[config.mk]
export PLATFORM = sky130hd
export DESIGN_NAME = srbf_dev_flat
export DESIGN_NICKNAME = d
export VERILOG_FILES = /design/src/common/srbf_pkg.sv /design/src/common/srbf_if.sv /design/src/design/srbf_dev.sv /design/src/flat_wrapper.sv
export SDC_FILE = /design/constraint.sdc
export NUM_CORES = 2
export LEC_CHECK = 0
export BUFFER_PORTS_ARGS = -buffer_cell sky130_fd_sc_hd__buf_4
export CAP_MARGIN = 20
export CORE_UTILIZATION = 60
export DETAILED_ROUTE_END_ITERATION = 16
export HOLD_SLACK_MARGIN = 0.1
export PLACE_DENSITY = 0.86
export SETUP_SLACK_MARGIN = 0.4
export SYNTH_ARGS = -nofsm -noshare
export SYNTH_HDL_FRONTEND = slang
export SYNTH_SLANG_ARGS = --single-unit
[constraint.sdc]
create_clock -name CLK_SYS_I -period 4.7 [get_ports CLK_SYS_I]
set_input_delay 0.94 -clock CLK_SYS_I [delete_from_list [all_inputs] [get_ports CLK_SYS_I]]
set_output_delay 0.94 -clock CLK_SYS_I [all_outputs]
set_load 0.05 [all_outputs]
[src/common/srbf_pkg.sv]
// Constants shared by both ends of the receive buffer FIFO link.
// Assumes one 40 MHz system clock and 32-bit register words.
package srbf_pkg;
   // ==========================================================
   // Register map
   localparam int          ADDR_W    = 8;
   localparam int          DATA_W    = 32;
   localparam logic [7:0]  CTRL_OFS  = 8'h00;
   localparam logic [7:0]  STAT_OFS  = 8'h04;
   localparam logic [7:0]  DATA_OFS  = 8'h08;
   localparam logic [31:0] CTRL_RST  = 32'h0000_0000;
   localparam logic [31:0] CTRL_MASK = 32'h0001_FFFF;
   // ==========================================================
   // Field layout
   localparam int          ENA_BIT   = 16;
   localparam int          THR_LSB   = 8;
   localparam int          CNT_LSB   = 0;
   localparam int          LVL_LSB   = 0;
   localparam int          FLD_W     = 8;
   localparam logic [7:0]  THR_MAX   = 8'h40;
   localparam logic [7:0]  CNT_MAX   = 8'h01;
   localparam logic [7:0]  PEND_MAX  = 8'hFF;
   // ==========================================================
   // Storage
   localparam int          DEPTH     = 64;
endpackage

[src/common/srbf_if.sv]
// Link between the host end (APB master) and the FIFO end (APB slave).
// Assumes both ends share CLK_SYS_I; the bench joins them.
`timescale 1ns/1ps
interface srbf_if;
   logic                              psel;
   logic                              penable;
   logic                              pwrite;
   logic [srbf_pkg::ADDR_W-1:0]       paddr;
   logic [srbf_pkg::DATA_W-1:0]       pwdata;
   logic [srbf_pkg::DATA_W-1:0]       prdata;
   logic                              pready;
   logic                              pslverr;
   logic                              rx_dma_event;

   modport dev
   (
      input  psel, penable, pwrite, paddr, pwdata,
      output prdata, pready, pslverr, rx_dma_event
   );
   modport host
   (
      output psel, penable, pwrite, paddr, pwdata,
      input  prdata, pready, pslverr, rx_dma_event
   );
endinterface

[src/design/srbf_dev.sv]
// Receive buffer FIFO end: storage, register slave, serial port pull.
// Assumes serial port inputs are synchronous to CLK_SYS_I.
//
// The APB register port and the placing of the registers were decided locally.
`timescale 1ns/1ps

// ==========================================================
// Storage with valid/ready on both sides
module srbf_fifo
#(
   parameter int WIDTH = srbf_pkg::DATA_W,
   parameter int DEPTH = srbf_pkg::DEPTH
)
(
   input  wire logic                       clk_i,
   input  wire logic                       rst_n_i,
   input  wire logic                       flush_i,
   input  wire logic                       in_valid_i,
   output      logic                       in_ready_o,
   input  wire logic [WIDTH-1:0]           in_data_i,
   output      logic                       out_valid_o,
   input  wire logic                       out_ready_i,
   output      logic [WIDTH-1:0]           out_data_o,
   output      logic [$clog2(DEPTH+1)-1:0] level_o
);
   localparam int AW = $clog2(DEPTH);
   localparam int CW = $clog2(DEPTH+1);

   logic [WIDTH-1:0] mem [DEPTH];
   logic [AW-1:0]    wr_ptr_r;
   logic [AW-1:0]    rd_ptr_r;
   logic [CW-1:0]    cnt_r;
   logic             push;
   logic             pop;

   // RULE9: no push when full
   assign in_ready_o  = (cnt_r != CW'(DEPTH));
   assign out_valid_o = (cnt_r != '0);
   assign push        = in_valid_i & in_ready_o & ~flush_i;
   assign pop         = out_valid_o & out_ready_i & ~flush_i;
   assign out_data_o  = mem[rd_ptr_r];
   assign level_o     = cnt_r;

   always_ff @(posedge clk_i)
   begin
      if (push)
      begin
         mem[wr_ptr_r] <= in_data_i;
      end
   end

   // Depth is assumed a power of two so pointers wrap naturally
   always_ff @(posedge clk_i or negedge rst_n_i)
   begin
      if (!rst_n_i)
      begin
         wr_ptr_r <= '0;
         rd_ptr_r <= '0;
         cnt_r    <= '0;
      end
      // RULE1: flush pointers
      else if (flush_i)
      begin
         wr_ptr_r <= '0;
         rd_ptr_r <= '0;
         cnt_r    <= '0;
      end
      else
      begin
         if (push)
         begin
            wr_ptr_r <= wr_ptr_r + AW'(1);
         end
         if (pop)
         begin
            rd_ptr_r <= rd_ptr_r + AW'(1);
         end
         cnt_r <= cnt_r + CW'(push) - CW'(pop);
      end
   end
endmodule

// What this block does
// RULE1: Enable low flushes FIFO, level reads zero
// RULE2: Software enables FIFO before serial port runs
// RULE3: Event while level reaches event threshold
// RULE4: Threshold 0..40h words; above is reserved
// RULE5: Each port event pulls per-transfer word count
// RULE6: Per-transfer count 0 or 1; rest reserved
// RULE7: Fields programmed before enable is set
// RULE8: Status level reports exact stored words
// RULE9: 64-word storage; stall pulls while full
// RULE10: Data read pops oldest; event follows level
module srbf_dev
#(
   parameter int DEPTH = srbf_pkg::DEPTH
)
(
   input  wire logic                        CLK_SYS_I,
   input  wire logic                        RST_N_I,
   srbf_if.dev                              BUS,
   input  wire logic                        SP_EVT_I,
   input  wire logic [srbf_pkg::DATA_W-1:0] SP_DATA_I,
   output      logic                        SP_RD_O
);
   localparam int CW = $clog2(DEPTH+1);

   logic [31:0]                 ctrl_r;
   logic [31:0]                 prdata_r;
   logic                        err_r;
   logic                        rd_ok_r;
   logic                        event_r;
   logic [7:0]                  pend_r;
   logic                        enable;
   logic [7:0]                  thr;
   logic [7:0]                  per_xfer;
   logic                        setup;
   logic                        wr_acc;
   logic                        rd_acc;
   logic                        f_in_valid;
   logic                        f_in_ready;
   logic                        f_out_valid;
   logic                        f_out_ready;
   logic [srbf_pkg::DATA_W-1:0] f_out_data;
   logic [CW-1:0]               level;
   logic [7:0]                  level8;

   assign enable   = ctrl_r[srbf_pkg::ENA_BIT];
   assign thr      = ctrl_r[srbf_pkg::THR_LSB +: srbf_pkg::FLD_W];
   assign per_xfer = ctrl_r[srbf_pkg::CNT_LSB +: srbf_pkg::FLD_W];
   assign level8   = 8'(level);
   assign setup    = BUS.psel & ~BUS.penable;
   assign wr_acc   = BUS.psel & BUS.penable & BUS.pwrite;
   assign rd_acc   = BUS.psel & BUS.penable & ~BUS.pwrite;

   // ==========================================================
   // APB slave, zero wait states
   assign BUS.pready       = 1'b1;
   assign BUS.prdata       = prdata_r;
   assign BUS.pslverr      = err_r & BUS.psel & BUS.penable;
   assign BUS.rx_dma_event = event_r;

   always_ff @(posedge CLK_SYS_I or negedge RST_N_I)
   begin
      if (!RST_N_I)
      begin
         ctrl_r <= srbf_pkg::CTRL_RST;
      end
      else if (wr_acc && BUS.paddr == srbf_pkg::CTRL_OFS)
      begin
         ctrl_r <= BUS.pwdata & srbf_pkg::CTRL_MASK;
      end
   end

   // Read data and error are fixed in setup so a push during the
   // access cycle cannot change the word being returned
   always_ff @(posedge CLK_SYS_I or negedge RST_N_I)
   begin
      if (!RST_N_I)
      begin
         prdata_r <= 32'h0000_0000;
         err_r    <= 1'b0;
         rd_ok_r  <= 1'b0;
      end
      else if (setup)
      begin
         prdata_r <= 32'h0000_0000;
         err_r    <= 1'b0;
         rd_ok_r  <= 1'b0;
         unique case (BUS.paddr)
            srbf_pkg::CTRL_OFS:
            begin
               prdata_r <= ctrl_r;
            end
            srbf_pkg::STAT_OFS:
            begin
               // RULE8: exact level
               prdata_r[srbf_pkg::LVL_LSB +: srbf_pkg::FLD_W] <= level8;
               err_r <= BUS.pwrite;
            end
            srbf_pkg::DATA_OFS:
            begin
               // RULE10: oldest word
               // RULE1: flushed words never leak
               if (f_out_valid && !BUS.pwrite)
               begin
                  prdata_r <= f_out_data;
               end
               rd_ok_r  <= f_out_valid & ~BUS.pwrite;
               err_r    <= BUS.pwrite | ~f_out_valid;
            end
            default:
            begin
               err_r <= 1'b1;
            end
         endcase
      end
   end

   // RULE10: pop on data read
   assign f_out_ready = rd_acc & rd_ok_r & (BUS.paddr == srbf_pkg::DATA_OFS);

   // ==========================================================
   // Serial port pull
   // RULE5: count owed words
   always_ff @(posedge CLK_SYS_I or negedge RST_N_I)
   begin
      if (!RST_N_I)
      begin
         pend_r <= 8'h00;
      end
      else if (!enable)
      begin
         pend_r <= 8'h00;
      end
      else if (SP_EVT_I && per_xfer != 8'h00 && !SP_RD_O && pend_r != srbf_pkg::PEND_MAX)
      begin
         pend_r <= pend_r + 8'h01;
      end
      else if (!(SP_EVT_I && per_xfer != 8'h00) && SP_RD_O)
      begin
         pend_r <= pend_r - 8'h01;
      end
   end

   // RULE9: stall while full
   assign f_in_valid = enable & (pend_r != 8'h00);
   assign SP_RD_O    = f_in_valid & f_in_ready;

   // ==========================================================
   // Receive event, one cycle behind the level
   always_ff @(posedge CLK_SYS_I or negedge RST_N_I)
   begin
      if (!RST_N_I)
      begin
         event_r <= 1'b0;
      end
      else
      begin
         // RULE3: level at threshold
         event_r <= enable & (level8 >= thr);
      end
   end

   srbf_fifo
   #(
      .WIDTH (srbf_pkg::DATA_W),
      .DEPTH (DEPTH)
   )
   u_fifo
   (
      .clk_i       (CLK_SYS_I),
      .rst_n_i     (RST_N_I),
      // RULE1: disable flushes
      .flush_i     (~enable),
      .in_valid_i  (f_in_valid),
      .in_ready_o  (f_in_ready),
      .in_data_i   (SP_DATA_I),
      .out_valid_o (f_out_valid),
      .out_ready_i (f_out_ready),
      .out_data_o  (f_out_data),
      .level_o     (level)
   );
endmodule

[src/flat_wrapper.sv]
// flat-port wrapper written by rule: the top's interface ports become plain ports
module srbf_dev_flat 
#(
   parameter int DEPTH = srbf_pkg::DEPTH
)
  (CLK_SYS_I, RST_N_I, SP_EVT_I, SP_DATA_I, SP_RD_O, BUS_psel, BUS_penable, BUS_pwrite, BUS_paddr, BUS_pwdata, BUS_prdata, BUS_pready, BUS_pslverr, BUS_rx_dma_event);
  srbf_if BUS_i ();
  input  wire logic CLK_SYS_I;
  input  wire logic RST_N_I;
  input  wire logic SP_EVT_I;
  input  wire logic [srbf_pkg::DATA_W-1:0] SP_DATA_I;
  output      logic SP_RD_O;
  input wire logic [$bits(BUS_i.psel)-1:0] BUS_psel;
  input wire logic [$bits(BUS_i.penable)-1:0] BUS_penable;
  input wire logic [$bits(BUS_i.pwrite)-1:0] BUS_pwrite;
  input wire logic [$bits(BUS_i.paddr)-1:0] BUS_paddr;
  input wire logic [$bits(BUS_i.pwdata)-1:0] BUS_pwdata;
  output wire logic [$bits(BUS_i.prdata)-1:0] BUS_prdata;
  output wire logic [$bits(BUS_i.pready)-1:0] BUS_pready;
  output wire logic [$bits(BUS_i.pslverr)-1:0] BUS_pslverr;
  output wire logic [$bits(BUS_i.rx_dma_event)-1:0] BUS_rx_dma_event;
  assign BUS_i.psel = BUS_psel;
  assign BUS_i.penable = BUS_penable;
  assign BUS_i.pwrite = BUS_pwrite;
  assign BUS_i.paddr = BUS_paddr;
  assign BUS_i.pwdata = BUS_pwdata;
  assign BUS_prdata = BUS_i.prdata;
  assign BUS_pready = BUS_i.pready;
  assign BUS_pslverr = BUS_i.pslverr;
  assign BUS_rx_dma_event = BUS_i.rx_dma_event;
  srbf_dev #(.DEPTH(DEPTH)) u_core (.CLK_SYS_I(CLK_SYS_I), .RST_N_I(RST_N_I), .BUS(BUS_i), .SP_EVT_I(SP_EVT_I), .SP_DATA_I(SP_DATA_I), .SP_RD_O(SP_RD_O));
endmodule
==> results.md <==
* Leak at 28.7 nW
* Multi-input gate area in the final layout at 18100 µm²
* Post-Synth XOR/XNOR Area at 0.149%
* Final period util at 87.6%
* Final RePlAce weighted congestion at 0.862
* Layout cells sized above 1 at 27.2%
* Area leader, netlist: edfxtp_1
* Ys flop type: edfxtp_1
* Pre-antenna DRT Iters at 6
* Root Driver: clkbuf_16
* Syn Std Cell Area at 82300 µm²
* HPWL after DPL at 123 mm
* FF-to-FF path depth at 9
* DIE WIDTH at 372 µm
* CP max-delay cell: nand3b_1
* Setup Skew at 0.0418 ns
* Post CTS Setup Buffer Count at 0
* Number of vias per cell at 7.63
* Setup TNS at 0 ns
* Drt drc at 0
* Flop and latch count out of synthesis at 2127
* Final instance area at 93000 µm²
* Delay of the slowest cell on the worst path at 0.86 ns
* Final hold vios at 0
* # nets final at 4158
* Layout Cells excl Fill at 6007
* Synth top area share at 74.7%
* Largest family of logic cells by synthesized area: multiplexers
* Max Cap Violations at 0
* CTS buffer count at 195
* Post-layout util at 68.5%
* Core area at 136000 µm²
* Top Metal Used: met5
* Arr. time, crit path at 4.58 ns
* Post-route met1 wirelength at 76.8 mm
* DRT iter0 DRCs at 9355
* Clock Latency Late Sink at 0.87 ns
* Top cells by area, synth: edfxtp_1, mux4_2, dfrtp_1, mux2i_1, a22oi_1
* Worst-case clock buffer depth at 3
* CTS sink cnt at 2127
* Cell count after synthesis at 3794
* Setup Viol. Count Final at 0
* Mux cell area share after synthesis at 15.7%
* Tot Pwr at 43.1 mW
* Routed wire per std cell at 40.6 µm
* VDD IR-drop max at 524 µV
* Relative slew slack at 13.8%
* Post-Synth Adder-Cell Area at 0.414%
* Clk pin slew, worst setup/hold paths at 0.06 ns
* Post-CTS Resized at 0
* Hold Crit Class: in -> async
* Synth cell types at 73
* Seq. cell area at 63500 µm²
* Global route overflow at 0
* P per Cell Area at 463 nW/µm²
* Port buffer count at 97
* Largest net degree at the start of global routing at 99
* Least-Margin Pin Slew at 1.28 ns
* EDFF count, synth at 2048
* Synth Area in Compound Gates at 2.89%
* Total wire length at 244 mm
* Simple-gate portion of the synthesized area at 2.20%
* Mapped Avg Cell Area at 21.7 µm²
* Met3 WL at 36.1 mm
* Placed cells at 5637
* Run status: finished clean
* First-pass GRT wire length at 337 mm
* RSZ-0062 raised after global routing: false
* Fillers at 7283
* GRT Overall Usage at 35.2%
* Hold-fix buffers, CTS at 0
* CP Capture Type: flop
* Area Growth Syn to Fin at 13.0%
* Post-place setup slack at 0.526 ns
* Seq/Total Area, Yosys at 77.1%
* Commonest non-fill, non-tap cell in the layout: edfxtp_1
* Initial antenna violation count at 9
* Commonest non-fill, non-tap cells in the layout: edfxtp_1, mux4_2, buf_4
* Fin crit period at 4.12 ns
* H-tree depth at 4
* Crit Path Category: reg -> reg
* Async S/R FF share, synth at 3.71%
* Cell Chain, Critical Path: inv_1 > ha_1 > nor4bb_4 > a22oi_1 > nand2_2 > nor2_1 > nand3b_1 > nor2_4 > buf_4
* Die area at 139000 µm²
* Die Ht at 372 µm
* Placement Cell Area at 86400 µm²
* Vias post-DR at 45.9k
* Syn nets at 3898
* Post-route ant nets at 0
* Vias in the first global route at 45.6k
* Initial Util at 60.6%
* Final hold slack at 0.169 ns
* Slew Limit Fails at 0
* Fmax at 0.243 GHz
* Critical path fanouts, max at 32
* Met2 wire length at 114 mm
* Setup crit start kind: flop
* Worst path required time at 5.17 ns
* Site Rows at 135
* CTS tree: done
* Ys Warns at 0
* Boundary Pins at 114
* Final WS setup at 0.585 ns
-- worst paths after layout --
path / startpoint / endpoint / slack [ns]
min: RST_N_I / u_core.pend_r[6] / 0.17
min in group CLK_SYS_I: BUS_pwdata[16] / u_core.ctrl_r[16] / 0.30
max in group asynchronous: RST_N_I / u_core.ctrl_r[16] / 3.40
max reg2reg: u_core.u_fifo.level_o[4] / u_core.u_fifo.mem[2][27] / 0.58
max: u_core.u_fifo.level_o[4] / u_core.u_fifo.mem[2][27] / 0.58
min reg2reg: u_core.rd_ok_r / u_core.rd_ok_r / 0.49
-- final cells by class --
cell class	count	share of cell area [%]
clock buffer	238	5.50
multi-input combinational	1437	19.4
antenna	4	0.0108
tap	1781	2.40
inverter	30	0.121
timing repair buffer	263	2.72
sequential	2127	68.3
clock inverter	127	1.56
-- synthesized netlist by cell type (5+ instances only) --
cell and instances:
xnor2_1 8, nor4_1 12, nand2_1 84, a2111oi_0 6
and3_1 6, nor3_1 18, nor2_1 129, edfxtp_1 2048
clkbuf_1 65, mux2_2 22, o22ai_1 67, nand3b_1 5
a211oi_1 13, nor2b_1 37, buf_2 58, buf_1 20
a22o_1 16, a32oi_1 8, and2_1 9, buf_6 16
buf_4 36, a221oi_1 20, ha_1 24, mux2i_1 172
o41ai_1 6, inv_1 28, xor2_1 6, o21ai_0 37
buf_8 5, mux4_2 486, nand2b_1 13, a21oi_1 47
a22oi_1 75, dfrtp_1 79, a31oi_1 11, nand4_1 9
nand3_1 28
-- sequential cells by signal (all words and copies together) (netlist names) --
register and cells:
u_core.err_r 1, u_core.pend_r 8, u_core.u_fifo.wr_ptr_r 6, u_core.u_fifo.rd_ptr_r 6
u_core.u_fifo.level_o 7, u_core.rd_ok_r 1, u_core.BUS.rx_dma_event 1, u_core.u_fifo.mem 2048
u_core.ctrl_r 17, u_core.BUS.prdata 32
-- power by group --
group	switching (mW)	total [mW]	internal (mW)
Sequential	0.538	22.7	22.1
Clock	7.40	16.6	9.24
Combinational	2.82	3.79	0.967
Total	10.8	43.1	32.3
-- cell families after synthesis --
logic type,after synthesis
adder cells (fa/ha/maj),26
other,1
AND/OR/NAND/NOR,374
XOR/XNOR,14
multiplexers,680
AO/OA/AOI/OAI,342
buffers and inverters,230
flip-flops,2127
-- layer usage --
| metal | vias up | global-route usage [%] |
|---|---|---|
| met5 | - | 0.0350 |
| met4 | 8 | 19.9 |
| met3 | 1256 | 10.8 |
| met2 | 5287 | 54.5 |
| met1 | 22900 | 44.7 |
| li1 | 16500 | - |
-- critical path, delay by kind of cell, from the launching register on --
family	cells	cell delay (ns)
AND/OR/NAND/NOR	5	2.08
buffers and inverters	2	0.70
flip-flops	1	0.42
AO/OA/AOI/OAI	1	0.27
adder cells (fa/ha/maj)	1	0.20
Power figures use the tool's default switching activity.
